### src/slow_timebase_pkg.sv
// constants, register map and field layout of the slow time base and timer outputs
// What this block does
// - time base sets its flag every 32768>>rate slow clock cycles.
// - time base counts only slow clock cycles, internal or crystal source.
// - entering the time base service routine clears its flag.
// - writing 0 clears a flag bit in the flag register; 1 leaves it.
// - writing 1 to the clear bit resets the time base; bit self-clears.
// - counter mode input is the count pin, or slow clock over 16.
// - second timer wave output toggles on each overflow, dividing by two.
// - first timer wave output divides its overflows by 64.
// - second timer wave enable drives the pin; disabled otherwise.
// - first timer wave enable drives the pin; disabled otherwise.
// - reload value is two read/write bytes, reset to zero.
// - current count is two read/write bytes, reset to zero.
// - timer mode counts every 2 system clocks; counter mode on falling edges.
// - overflow sets the overflow flag unless used as serial clock.
`default_nettype none
package slow_timebase_pkg;
  localparam int DATA_W = 8;
  localparam int ADDR_W = 8;
  localparam logic [7:0] ADDR_IRQ_FLAGS = 8'h95;
  localparam logic [7:0] ADDR_PIN_MODE = 8'hA6;
  localparam logic [7:0] ADDR_RELOAD_LO = 8'hCA;
  localparam logic [7:0] ADDR_RELOAD_HI = 8'hCB;
  localparam logic [7:0] ADDR_COUNT_LO = 8'hCC;
  localparam logic [7:0] ADDR_COUNT_HI = 8'hCD;
  localparam logic [7:0] ADDR_TB_CFG = 8'hEF;
  localparam logic [7:0] ADDR_MISC = 8'hF8;
  localparam logic [7:0] ADDR_EVT_STATUS = 8'hD8;
  localparam logic [7:0] ADDR_EVT_MASK = 8'hD9;
  localparam logic [7:0] PIN_MODE_RESET = 8'h0E;
  localparam logic [7:0] BYTE_ZERO = 8'h00;
  localparam logic [7:0] TB_CFG_RW_MASK = 8'h3D;
  localparam int TB_FLAG_BIT = 0;
  localparam int PIN_T2_WAVE_OUT_ENABLE_BIT = 4;
  localparam int PIN_T0_WAVE_OUT_ENABLE_BIT = 0;
  localparam int MISC_TB_CLEAR_BIT = 6;
  localparam int MISC_T2_COUNT_INPUT_SELECT_BIT = 2;
  localparam int TB_RATE_LSB = 3;
  localparam int TB_RATE_MSB = 5;
  localparam int TB_CNT_W = 15;
  localparam logic [15:0] TB_BASE_CYCLES = 16'h8000;
  localparam int SLOW_DIV_W = 4;
  localparam logic [3:0] SLOW_DIV_LAST = 4'hF;
  localparam int T0_DIV_W = 6;
  localparam logic [0:0] T2_PRE_LAST = 1'h1;
  localparam logic [15:0] T2_COUNT_MAX = 16'hFFFF;
  localparam int EVT_W = 2;
  localparam int EVT_TB = 0;
  localparam int EVT_T2 = 1;
  typedef enum logic {TIMER_MODE, COUNTER_MODE} t2_mode_t;
endpackage
`default_nettype wire

### src/slow_timebase_timer_outputs.sv
// slow time base, second timer count/reload registers and buzzer wave outputs
//
// Chosen here: the strobed register port.
`default_nettype none
module slow_timebase_timer_outputs (
  input wire logic core_clk,
  input wire logic rst,
  input wire logic [slow_timebase_pkg::ADDR_W-1:0] reg_addr,
  input wire logic [slow_timebase_pkg::DATA_W-1:0] reg_wdata,
  input wire logic reg_wr,
  input wire logic reg_rd,
  output logic [slow_timebase_pkg::DATA_W-1:0] reg_rdata,
  input wire logic slow_clk_pin,
  input wire logic t2_pin_in,
  input wire logic t2_run,
  input wire slow_timebase_pkg::t2_mode_t t2_counter_timer_select,
  input wire logic t2_uart_clock_use,
  input wire logic t2_flag_clear,
  input wire logic t0_overflow,
  input wire logic timebase_isr_enter,
  output logic t2_pin_out,
  output logic t2_pin_oe,
  output logic t0_pin_out,
  output logic t0_pin_oe,
  output logic timebase_irq_flag,
  output logic t2_overflow_flag,
  output logic t2_overflow,
  output logic irq
);
  import slow_timebase_pkg::*;

  function automatic logic wr_hit(input logic wr, input logic [7:0] a, input logic [7:0] want);
    wr_hit = wr && (a == want);
  endfunction

  function automatic logic [TB_CNT_W-1:0] tb_mask(input logic [2:0] rate);
    logic [15:0] span;
    span = (TB_BASE_CYCLES >> rate) - 16'h0001;
    tb_mask = span[TB_CNT_W-1:0];
  endfunction

  // ==========================================================
  // registers
  logic [7:0] pin_output_mode_control;
  logic [7:0] timebase_rate_and_ref_config;
  logic [7:0] misc_clear_and_select_control;
  logic [7:0] t2_reload_value_low;
  logic [7:0] t2_reload_value_high;
  logic [15:0] t2_count;
  logic [EVT_W-1:0] evt_status;
  logic [EVT_W-1:0] evt_mask;
  logic [2:0] timebase_rate_select;
  logic t2_count_input_select;
  logic wr_misc;
  logic timebase_clear;

  assign timebase_rate_select = timebase_rate_and_ref_config[TB_RATE_MSB:TB_RATE_LSB];
  assign t2_count_input_select = misc_clear_and_select_control[MISC_T2_COUNT_INPUT_SELECT_BIT];
  assign wr_misc = wr_hit(reg_wr, reg_addr, ADDR_MISC);
  assign timebase_clear = wr_misc && reg_wdata[MISC_TB_CLEAR_BIT];

  always_ff @(posedge core_clk)
  begin
    if (rst)
      pin_output_mode_control <= PIN_MODE_RESET;
    else if (wr_hit(reg_wr, reg_addr, ADDR_PIN_MODE))
      pin_output_mode_control <= reg_wdata;
  end

  always_ff @(posedge core_clk)
  begin
    if (rst)
      timebase_rate_and_ref_config <= BYTE_ZERO;
    else if (wr_hit(reg_wr, reg_addr, ADDR_TB_CFG))
      timebase_rate_and_ref_config <= reg_wdata & TB_CFG_RW_MASK;
  end

  // clear bit reads back 1 for one cycle after the write only
  always_ff @(posedge core_clk)
  begin
    if (rst)
      misc_clear_and_select_control <= BYTE_ZERO;
    else if (wr_misc)
      misc_clear_and_select_control <= reg_wdata;
    else
      misc_clear_and_select_control[MISC_TB_CLEAR_BIT] <= 1'b0;
  end

  always_ff @(posedge core_clk)
  begin
    if (rst)
    begin
      t2_reload_value_low <= BYTE_ZERO;
      t2_reload_value_high <= BYTE_ZERO;
    end
    else
    begin
      if (wr_hit(reg_wr, reg_addr, ADDR_RELOAD_LO))
        t2_reload_value_low <= reg_wdata;
      if (wr_hit(reg_wr, reg_addr, ADDR_RELOAD_HI))
        t2_reload_value_high <= reg_wdata;
    end
  end

  // ==========================================================
  // synchronisers: stage a feeds stage b only
  logic [1:0] sync_a;
  logic [1:0] sync_b;
  logic slow_prev;
  logic pin_prev;
  logic slow_rise;
  logic pin_fall;

  always_ff @(posedge core_clk)
  begin
    if (rst)
    begin
      sync_a <= 2'h0;
      sync_b <= 2'h0;
      slow_prev <= 1'b0;
      pin_prev <= 1'b0;
    end
    else
    begin
      sync_a <= {t2_pin_in, slow_clk_pin};
      sync_b <= sync_a;
      slow_prev <= sync_b[0];
      pin_prev <= sync_b[1];
    end
  end

  assign slow_rise = sync_b[0] && !slow_prev;
  assign pin_fall = pin_prev && !sync_b[1];

  // slow clock over 16: its falling edge is the 15 -> 0 wrap
  logic [SLOW_DIV_W-1:0] slow_div;
  logic div16_fall;

  always_ff @(posedge core_clk)
  begin
    if (rst)
      slow_div <= '0;
    else if (slow_rise)
      slow_div <= slow_div + 1'b1;
  end

  assign div16_fall = slow_rise && (slow_div == SLOW_DIV_LAST);

  // ==========================================================
  // time base
  logic [TB_CNT_W-1:0] tb_cnt;
  logic tb_tick;

  always_ff @(posedge core_clk)
  begin
    if (rst)
      tb_cnt <= '0;
    else if (timebase_clear)
      tb_cnt <= '0;
    else if (slow_rise)
      tb_cnt <= tb_cnt + 1'b1;
  end

  assign tb_tick = slow_rise && !timebase_clear &&
    ((tb_cnt & tb_mask(timebase_rate_select)) == tb_mask(timebase_rate_select));

  // set wins over both kinds of clear
  always_ff @(posedge core_clk)
  begin
    if (rst)
      timebase_irq_flag <= 1'b0;
    else if (tb_tick)
      timebase_irq_flag <= 1'b1;
    else if (timebase_isr_enter)
      timebase_irq_flag <= 1'b0;
    else if (wr_hit(reg_wr, reg_addr, ADDR_IRQ_FLAGS) && !reg_wdata[TB_FLAG_BIT])
      timebase_irq_flag <= 1'b0;
  end

  // ==========================================================
  // second timer
  logic [0:0] t2_pre;
  logic t2_evt;
  logic t2_ovf_evt;
  logic t2_flag_set;

  always_ff @(posedge core_clk)
  begin
    if (rst)
      t2_pre <= '0;
    else if (t2_run && t2_counter_timer_select == TIMER_MODE)
      t2_pre <= t2_pre + 1'b1;
    else
      t2_pre <= '0;
  end

  always_comb
  begin
    t2_evt = 1'b0;
    case (t2_counter_timer_select)
      TIMER_MODE: t2_evt = t2_run && (t2_pre == T2_PRE_LAST);
      COUNTER_MODE: t2_evt = t2_run && (t2_count_input_select ? div16_fall : pin_fall);
      default: t2_evt = 1'b0;
    endcase
  end

  // a software write in the same cycle wins over counting
  assign t2_ovf_evt = t2_evt && (t2_count == T2_COUNT_MAX) &&
    !wr_hit(reg_wr, reg_addr, ADDR_COUNT_LO) && !wr_hit(reg_wr, reg_addr, ADDR_COUNT_HI);
  assign t2_flag_set = t2_ovf_evt && !t2_uart_clock_use;

  always_ff @(posedge core_clk)
  begin
    if (rst)
      t2_count <= '0;
    else if (wr_hit(reg_wr, reg_addr, ADDR_COUNT_LO))
      t2_count[7:0] <= reg_wdata;
    else if (wr_hit(reg_wr, reg_addr, ADDR_COUNT_HI))
      t2_count[15:8] <= reg_wdata;
    else if (t2_ovf_evt)
      t2_count <= {t2_reload_value_high, t2_reload_value_low};
    else if (t2_evt)
      t2_count <= t2_count + 16'h0001;
  end

  always_ff @(posedge core_clk)
  begin
    if (rst)
      t2_overflow_flag <= 1'b0;
    else if (t2_flag_set)
      t2_overflow_flag <= 1'b1;
    else if (t2_flag_clear)
      t2_overflow_flag <= 1'b0;
  end

  always_ff @(posedge core_clk)
  begin
    if (rst)
      t2_overflow <= 1'b0;
    else
      t2_overflow <= t2_ovf_evt;
  end

  // ==========================================================
  // wave outputs
  logic [T0_DIV_W-1:0] t0_div;

  always_ff @(posedge core_clk)
  begin
    if (rst)
      t2_pin_out <= 1'b0;
    else if (t2_ovf_evt)
      t2_pin_out <= !t2_pin_out;
  end

  always_ff @(posedge core_clk)
  begin
    if (rst)
      t0_div <= '0;
    else if (t0_overflow)
      t0_div <= t0_div + 1'b1;
  end

  assign t0_pin_out = t0_div[T0_DIV_W-1];
  assign t2_pin_oe = pin_output_mode_control[PIN_T2_WAVE_OUT_ENABLE_BIT];
  assign t0_pin_oe = pin_output_mode_control[PIN_T0_WAVE_OUT_ENABLE_BIT];

  // ==========================================================
  // event status, mask and interrupt
  logic [EVT_W-1:0] evt_set;
  logic [EVT_W-1:0] evt_clr;

  assign evt_set = {t2_flag_set, tb_tick};
  assign evt_clr = wr_hit(reg_wr, reg_addr, ADDR_EVT_STATUS) ? reg_wdata[EVT_W-1:0] : '0;

  genvar gi;
  generate
    for (gi = 0; gi < EVT_W; gi++)
    begin : g_evt
      always_ff @(posedge core_clk)
      begin
        if (rst)
          evt_status[gi] <= 1'b0;
        else if (evt_set[gi])
          evt_status[gi] <= 1'b1;
        else if (evt_clr[gi])
          evt_status[gi] <= 1'b0;
      end
    end
  endgenerate

  always_ff @(posedge core_clk)
  begin
    if (rst)
      evt_mask <= '0;
    else if (wr_hit(reg_wr, reg_addr, ADDR_EVT_MASK))
      evt_mask <= reg_wdata[EVT_W-1:0];
  end

  assign irq = |(evt_status & evt_mask);

  // ==========================================================
  // read port: data only in the cycle after the strobe
  always_ff @(posedge core_clk)
  begin
    if (rst || !reg_rd)
      reg_rdata <= BYTE_ZERO;
    else
    begin
      case (reg_addr)
        ADDR_IRQ_FLAGS: reg_rdata <= {7'h00, timebase_irq_flag};
        ADDR_PIN_MODE: reg_rdata <= pin_output_mode_control;
        ADDR_RELOAD_LO: reg_rdata <= t2_reload_value_low;
        ADDR_RELOAD_HI: reg_rdata <= t2_reload_value_high;
        ADDR_COUNT_LO: reg_rdata <= t2_count[7:0];
        ADDR_COUNT_HI: reg_rdata <= t2_count[15:8];
        ADDR_TB_CFG: reg_rdata <= timebase_rate_and_ref_config;
        ADDR_MISC: reg_rdata <= misc_clear_and_select_control;
        ADDR_EVT_STATUS: reg_rdata <= {6'h00, evt_status};
        ADDR_EVT_MASK: reg_rdata <= {6'h00, evt_mask};
        default: reg_rdata <= BYTE_ZERO;
      endcase
    end
  end
endmodule
`default_nettype wire

### config.mk
export PLATFORM = sky130hd
export DESIGN_NAME = slow_timebase_timer_outputs
export DESIGN_NICKNAME = d
export VERILOG_FILES = /design/src/slow_timebase_pkg.sv /design/src/slow_timebase_timer_outputs.sv
export SDC_FILE = /design/constraint.sdc
export NUM_CORES = 1
export LEC_CHECK = 0
export BUFFER_PORTS_ARGS = -buffer_cell sky130_fd_sc_hd__buf_2
export CAP_MARGIN = 20
export CELL_PAD_IN_SITES_DETAIL_PLACEMENT = 1
export CELL_PAD_IN_SITES_GLOBAL_PLACEMENT = 1
export CORE_ASPECT_RATIO = 1.5
export CORE_UTILIZATION = 30
export CTS_BUF_LIST = sky130_fd_sc_hd__clkbuf_8
export DETAILED_ROUTE_END_ITERATION = 7
export GPL_TIMING_DRIVEN = 0
export PLACE_DENSITY_LB_ADDON = 0.1
export SYNTH_ARGS = -nofsm -noshare
export SYNTH_HDL_FRONTEND = slang
export SYNTH_SLANG_ARGS = --single-unit
### constraint.sdc
create_clock -name core_clk -period 3.19 [get_ports core_clk]
set_input_delay 0.638 -clock core_clk [delete_from_list [all_inputs] [get_ports core_clk]]
set_output_delay 0.638 -clock core_clk [all_outputs]
set_load 0.01 [all_outputs]
; ---- Yosys cells after proc, flatten, opt, wreduce, memory -nomap -nowiden
; Cells that the tools add are included.
[classes]
n_shift = 1
muxes = 18
bitwise_logic = 6
n_reduce_logical = 46
add_sub_neg = 6
n_eq_ne = 14
[ops]
columns = op, count
row1 = 8-bit == test (second input constant), 10
row2 = 8-bit one-hot mux with 10 select lines, 1
row3 = 16-bit 2-to-1 mux, 2
row4 = 1-bit logical AND, 24
row5 = 8-bit 2-to-1 mux, 3
row6 = 16-bit by 1-bit adder with 16-bit output (second input constant), 1
row7 = 16-bit == test (second input constant), 1
row8 = 16-bit by 3-bit right shift with 15-bit output (first input constant), 1
row9 = 15-bit by 1-bit adder with 15-bit output (second input constant), 1
row10 = 15-bit bitwise AND, 1
row11 = 15-bit == test, 1
row12 = 15-bit by 1-bit subtractor with 15-bit output (second input constant), 1
row13 = 1-bit 2-to-1 mux, 10
row14 = 1-bit logical NOT, 9
row15 = 3-bit nonzero test, 3
row16 = 2-bit OR reduction, 4
row17 = 6-bit by 1-bit adder with 6-bit output (second input constant), 1
row18 = 2-bit nonzero test, 3
row19 = 4-bit by 1-bit adder with 4-bit output (second input constant), 1
row20 = 4-bit == test (second input constant), 1
row21 = 1-bit NOT, 4
row22 = 2-bit AND reduction, 2
row23 = 2-bit bitwise AND, 1
row24 = 2-bit 2-to-1 mux, 1
row25 = 4 further kinds, 4
[totals]
regBits = 101
word_cells = 115

; ---- Depth between registers and ports, before layout
; Gate-level depths: netlist of run 1.
[depth]
depth_word = 12
depth_mapped = 10
ltp_nobuf = 9

; ---- Worst setup path after synthesis of run 1
; Ideal clock, no wire load.
[synth_timing]
path_type = input port to flip-flop
from = input reg_addr[2] (netlist name)
to = register tb_cnt[7]
t_required_ns = 3.075
slack_ns = 1.035
t_arrival_ns = 2.040
setup_time_ns = 0.115
n_path_buf = 3
cell_stages = 9
path_cell_list = buf_2 -> nand4b_2 -> nor3_2 -> and3_1 -> buf_4 -> nand2_1 -> nand2_1 -> buf_4 -> nor2_1
[synth_via]
elab_chain_len = 4
[synth_lines]
columns = item, line_no
row1 = "start, declared", slow_timebase_timer_outputs.sv:8  ; input wire logic [slow_timebase_pkg::ADDR_W-1:0] reg_addr,
row2 = 8-bit == test, slow_timebase_timer_outputs.sv:33  ; wr_hit = wr && (a == want);
row3 = 1-bit logical AND, slow_timebase_timer_outputs.sv:33
row4 = 1-bit logical AND, slow_timebase_timer_outputs.sv:60  ; assign timebase_clear = wr_misc && reg_wdata[MISC_TB_CLEAR_BIT];
row5 = 2-bit OR reduction (no line), --
row6 = "end signal, assigned", slow_timebase_timer_outputs.sv:161  ; tb_cnt <= tb_cnt + 1'b1;
row7 = "end, declared", slow_timebase_timer_outputs.sv:151  ; logic [TB_CNT_W-1:0] tb_cnt;
; No other way between the ends.
; A chain may end at the register's enable or synchronous reset.

; ---- Worst setup path after layout of run 1
[layout_timing]
from = input reg_addr[0] (netlist name)
to = register reg_rdata[0] (netlist name)
[layout_via]
elab_chain_len = 2
[layout_lines]
columns = item, line_no
row1 = 8-bit == test, slow_timebase_timer_outputs.sv:310  ; case (reg_addr)
row2 = 8-bit one-hot mux with 10 select lines *, slow_timebase_timer_outputs.sv:310
row3 = "end signal, assigned", slow_timebase_timer_outputs.sv:311  ; ADDR_IRQ_FLAGS: reg_rdata <= {7'h00, timebase_irq_flag};
row4 = "end signal, assigned", slow_timebase_timer_outputs.sv:312  ; ADDR_PIN_MODE: reg_rdata <= pin_output_mode_control;
row5 = "end signal, assigned", slow_timebase_timer_outputs.sv:313  ; ADDR_RELOAD_LO: reg_rdata <= t2_reload_value_low;
row6 = "end, declared", slow_timebase_timer_outputs.sv:12  ; output logic [slow_timebase_pkg::DATA_W-1:0] reg_rdata,
; Every way passes the cells marked *; elsewhere a longest branch is shown, timed or not.

==> run metrics, run 1 <==
switching share of power 0.272; Hold Path Class in -> reg; Least-Margin Pin Slew 0.762 ns; number of antenna diodes 0; Worst VDD drop 0.000157 V; P_sw 0.000669 W; reg2reg start timebase_rate_and_ref_config[5]$_SDFFE_PP0P_; WL final 18.1 mm; synth-to-layout area growth 13.4%; Die W 109 um; Clock power frac 0.401; Critical Path AT 2.76 ns; Static Leak 2.16 nW; CTS max path bufs 2; Slew Limit Fails 0; CP required 3.43 ns; Sink Count 101; Int Power 0.00179 W; Hold EP t2_pre$_SDFF_PP0_; crit path kind in -> reg; max_slew headroom 0.488; Final setup viols 0; Synth Instances 608; syn_nets 641; cell area after synthesis 5150 um2; layout cells sized above 1 0.146; Routed WL per cell 20.7 um; GRT Resource Usage Total 0.218; number of max-cap violations 0; r2r setup slk 0.74 ns; outcome complete, no violations; share of total power in combinational logic 0.075; Max FO, Critical Path 10; Power Density 422 nW/um2; ys flop type dfxtp_1; CTS tree built; Final period util 0.787; initial antenna violation count 1; Fin Setup TNS 0 ns; vias in the first global route 4928; CP Launch Type input pin; Synth Area per Inst 8.47 um2; max frequency 398 MHz; FILL cells 2032; Worst setup EP type flip-flop; global route total overflow 0; area post-placement 5610 um2; area of the multi-input gates 2900 um2; core area 16800 um2; Initial Util 0.307; Final Cell Area 5840 um2; via count 4675; register area share after synthesis 0.392; Post-CTS Resized 0; Synth Register Bits 101; die area 17700 um2; dpl ws 0.298 ns; post-synth cell types 76; Iter 0 DRT Violations 186; clk_lat worst skew 0.40 ns; Synth warnings 0; hold path start t2_counter_timer_select; Buffers on Ports 39; RSZ-0062 raised after global routing false; Flop pwr share 0.524; Avg Vias per Cell 5.35; Detail Route Antenna Nets 0; dpl hpwl 13.9 mm; drt pass-1 iters 5; commonest non-fill, non-tap cell in the layout dfxtp_1; Post-synth EDFFs 0; worst reg2reg path depth 9; wire length of the first global-routing pass 28.3 mm; Residual DRC 0; CTS Hold Bufs 0; Die Ht 163 um; IO Pins 44; Layout Nets 692; Sequential cell area 2020 um2; largest net degree at the start of global routing 19; Final WS setup 0.679 ns; clk slew on worst S/H paths 0.12 ns; most frequent cells in the layout dfxtp_1, nand2_1, nor2_1; row count 58; Post-synth ARST share 0; CTS H-tree lvls 3; GP Congestion 0.847; worst r2r dst evt_status[0]$_SDFFE_PP0P_; Setup Buffers After CTS 0; Min Hold Slack 0.438 ns; Num CTS Buffers 9; hold depth 2; clk root buf clkbuf_8; post-layout min period 2.51 ns; skew final 0.0173 ns; endpoints failing hold 0
worst max path at each step:
stage | start | endpoint | slack [ns] | cells after the start
2_1_floorplan | reg_addr[2] | tb_cnt[7]$_SDFFE_PP0N_ | 1.04 | 9
3_3_place_gp | reg_addr[0] | reg_rdata[0]$_SDFF_PP0_ | 0.27 | 6
3_5_place_dp | reg_addr[0] | reg_rdata[0]$_SDFF_PP0_ | 0.30 | 6
4_1_cts | timebase_rate_and_ref_config[5]$_SDFFE_PP0P_ | evt_status[0]$_SDFFE_PP0P_ | 0.68 | 9
5_1_grt | timebase_rate_and_ref_config[5]$_SDFFE_PP0P_ | evt_status[0]$_SDFFE_PP0P_ | 0.53 | 9
6_report | reg_addr[0] | reg_rdata[0]$_SDFF_PP0_ | 0.68 | 6
state kept, by name, summed over array words and instances, names as in the netlist:
register / count
t2_overflow: 1
t2_reload_value_high: 8
t2_count: 16
misc_clear_and_select_control: 8
timebase_irq_flag: 1
t2_pre: 1
evt_status: 2
pin_output_mode_control: 8
evt_mask: 2
t0_div: 6
sync_b: 2
t2_reload_value_low: 8
tb_cnt: 15
slow_div: 4
reg_rdata: 8
sync_a: 2
slow_prev: 1
timebase_rate_and_ref_config: 5
t2_overflow_flag: 1
t2_pin_out: 1
pin_prev: 1
metal layers:
layer | part of all wire | GRT usage | up-vias
li1 | - | - | 2284
met1 | 0.40 | 0.235 | 2283
met2 | 0.54 | 0.403 | 75
met3 | 0.019 | 0.0296 | 33
met4 | 0.040 | 0.111 | 0
met5 | 0 | 0 | -
stage by stage:
stage,std cells,total power [W],util
2_1_floorplan,608,0.00142,-
3_3_place_gp,857,0.00150,0.335
3_5_place_dp,857,0.00151,0.335
4_1_cts,873,0.00249,0.348
5_1_grt,874,0.00255,0.349
6_report,874,0.00246,0.349
cells by family (layout without fill, tap and decap cells):
family,count (synthesis),in the layout,synth area share
muxes,35,35,0.0697
AOI/OAI and AO/OA,124,124,0.161
xor gates and xnor gates,28,28,0.0476
DFF,101,101,0.392
buffers and inverters,44,100,0.0452
adders and majority gates,5,5,0.0121
and+or+nand+nor,271,271,0.271
synthesized netlist by cell type (all sizes together), types with 7 or more instances:
library cell / number / area share
and3: 10 / 0.013
mux2: 7 / 0.015
nand2: 83 / 0.060
a31oi: 10 / 0.012
xnor2: 10 / 0.017
dfxtp: 101 / 0.39
inv: 9 / 0.0066
o21ai: 19 / 0.018
buf: 16 / 0.024
nand3: 35 / 0.034
nand2b: 7 / 0.0085
nor2: 66 / 0.049
nor3: 8 / 0.011
mux2i: 28 / 0.054
clkbuf: 17 / 0.012
nor2b: 12 / 0.015
a21oi: 47 / 0.046
xor2: 18 / 0.031
nand4: 14 / 0.020
layout make-up:
class,instances,share of cell area
Clock buffer,9,0.0212
Clock inverter,7,0.0180
Buffer,34,0.0334
Timing Repair Buffer,40,0.0343
Tap cell,210,0.0450
Multi-Input combinational cell,463,0.496
Sequential cell,101,0.346
Inverter,10,0.00642
critical path, stage by stage:
cell and delay, ns:
buf_2 0.22, buf_1 0.54, clkbuf_1 0.56, nor2_1 0.10, a222oi_1 0.50, a31oi_1 0.20
power by group through the flow:
stage,combinational [W],clock [W],sequential [W]
global route,0.000202,0.00106,0.00129
detailed placement,0.000186,0,0.00132
CTS,0.000187,0.00102,0.00129
floorplan,0.000105,0,0.00131
global placement,0.000184,0,0.00132
finish,0.000185,0.000987,0.00129
Note: power is estimated with default switching activity, not from simulation.
==> run 2, diff against run 1 <==
Clock period 3.19 ns to 2.2 ns, I/O delays scaled along.
==> run 2 against run 1 <==
  * Via count hardly changed
  * Die area stayed put
  * Flip-flop and latch count stayed put
  * Setup slack worse by 0.58 ns
  * Largest cell class unchanged
  * Highest routed layer unchanged
==> run metrics, run 2 (synthesized netlist as in run 1, its figures left out) <==
CTS max path bufs 2 (unchanged); post-layout min period 2.10 ns; Buffers on Ports 39 (unchanged); number of flip-flops in the largest register 16 (unchanged); Layout Nets 690 (-0.29%); Worst VDD drop 0.000228 V (+45%); Critical Path AT 2.42 ns (-0.34 ns); number of max-cap violations 0 (unchanged); vias in the first global route 4933 (+0.10%); core area 16800 um2 (unchanged); Least-Margin Pin Slew 0.759 ns (-0.00333 ns); Hold EP t2_pre$_SDFF_PP0_; Top Registers t2_count x16, tb_cnt x15; largest net degree at the start of global routing 19 (unchanged); synth-to-layout area growth 14.7%; FILL cells 2032 (unchanged); max frequency 476 MHz; Worst setup EP type flip-flop; Iter 0 DRT Violations 164 (-12%); dpl ws -0.494 ns (-0.792 ns); dpl hpwl 13.9 mm (unchanged); WL final 18.2 mm (+0.64%); worst r2r dst t2_count[0]$_SDFFE_PP0P_; initial antenna violation count 1 (unchanged); drt pass-1 iters 4 (-1); hold depth 2 (unchanged); Min Hold Slack 0.249 ns (-0.189 ns); crit path kind reg -> reg; Final period util 0.954; Die W 109 um (unchanged); Num CTS Buffers 9 (unchanged); reg2reg start t2_count[9]$_SDFFE_PP0P_; Static Leak 2.18 nW (+0.85%); outcome complete, no violations; IO Pins 44 (unchanged); commonest non-fill, non-tap cell in the layout dfxtp_1; Util after Layout 0.353 (+0.00396); CTS Hold Bufs 0 (unchanged); CP Launch Type flip-flop; Die Ht 163 um (unchanged); clk root buf clkbuf_8; Final WS setup 0.101 ns (-0.578 ns); Hold Path Class in -> reg; GRT Resource Usage Total 0.218 (unchanged); worst reg2reg path depth 7 (-2); Largest Register t2_count; max_slew headroom 0.490 (+0.00224); skew final 0.0179 ns (+0.000566 ns); CP required 2.52 ns (-0.91 ns); die area 17700 um2 (unchanged); wire length of the first global-routing pass 28.3 mm (about the same); clk_lat worst skew 0.40 ns (about the same); Max FO, Critical Path 10 (unchanged); clk slew on worst S/H paths 0.12 ns (about the same); hold path start t2_counter_timer_select; number of antenna diodes 0 (unchanged); most frequent cells in the layout dfxtp_1, nand2_1, nor2_1; global route total overflow 0 (unchanged); GP Congestion 0.847 (unchanged); endpoints failing hold 0 (unchanged); via count 4673 (-0.043%); RSZ-0062 raised after global routing true; row count 58 (unchanged); Sink Count 101 (unchanged); Avg Vias per Cell 5.36 (+0.19%); Final setup viols 0 (unchanged); Slew Limit Fails 0 (unchanged); CTS tree built; Power Density 605 nW/um2 (+44%); Routed WL per cell 20.9 um (+0.87%); CTS H-tree lvls 3 (unchanged); layout cells sized above 1 0.172 (+0.0261); r2r setup slk 0.10 ns (-0.64 ns); Residual DRC 0 (unchanged); Initial Util 0.307 (unchanged); Detail Route Antenna Nets 0 (unchanged)
run 2: cell types whose count changed in the layout (fill, tap and decap cells not counted), sizes merged:
cell    change
buf         +1
clkbuf      -3
run 2: power by group:
part / leakage (nW) / switching [W] / internal [W]
logic: 1.24 / 0.000179 / 0.0000922
registers: 0.818 / 0.0000245 / 0.00185
clock network: 0.113 / 0.000771 / 0.000662
run 2: final cells by class:
| class | count | area [um2] | share of cell area |
|---|---|---|---|
| buffer | 31 | 189 | 0.0320 |
| clock buffer | 9 | 124 | 0.0210 |
| clock inverter | 7 | 105 | 0.0178 |
| inverter | 10 | 37.5 | 0.00635 |
| multi-input combinational | 463 | 2940 | 0.498 |
| sequential | 101 | 2030 | 0.343 |
| tap | 210 | 263 | 0.0445 |
| timing repair buffer | 41 | 220 | 0.0373 |
run 2: timing repair:
| action | in CTS | in global routing |
|---|---|---|
| setup endpoints to repair | 16 | 27 |
| pin swaps | 1 | 1 |
| hold endpoints to repair | 0 | 0 |
| resized for setup | 8 | 11 |
| setup buffers | 1 | 0 |
run 2: how the worst max path moves through the flow:
stage	cells after the start	endpoint	slack (ns)	start
floorplan	9	evt_status[0]$_SDFFE_PP0P_	0.17	timebase_rate_and_ref_config[5]$_SDFFE_PP0P_
global placement	6	reg_rdata[0]$_SDFF_PP0_	-0.53	reg_addr[0]
detailed placement	6	reg_rdata[0]$_SDFF_PP0_	-0.49	reg_addr[0]
CTS	8	evt_status[0]$_SDFFE_PP0P_	0.004	timebase_rate_and_ref_config[3]$_SDFFE_PP0P_
global route	9	t2_count[8]$_SDFFE_PP0P_	-0.02	t2_count[0]$_SDFFE_PP0P_
finish	7	t2_count[0]$_SDFFE_PP0P_	0.10	t2_count[9]$_SDFFE_PP0P_
run 2: routing by layer:
layer	routed length, um	GRT usage	vias up	part of all wire
met2	9700	0.404	78	0.53
met5	0	0	-	0
li1	-	-	2277	-
met1	7270	0.234	2280	0.40
met4	812	0.111	0	0.045
met3	418	0.0296	38	0.023
run 2: through the flow:
stage	setup TNS, ns	cell area, um2	power, W	cells
after floorplan	0	5150	0.00206	608
after global placement	-10.34	5610	0.00218	857
after detailed placement	-12.06	5610	0.00218	857
after CTS	0	5860	0.00362	872
after global routing	-0.0308	5910	0.00371	872
final	0	5910	0.00358	872
run 2: worst max-delay path, cell delays in order, from the launching register on:
cell and delay (ns):
dfxtp_1 0.52, and4_4 0.30, and4_4 0.31, and4_4 0.24
buf_8 0.14, mux2i_1 0.08, a211o_1 0.31, a21oi_2 0.12
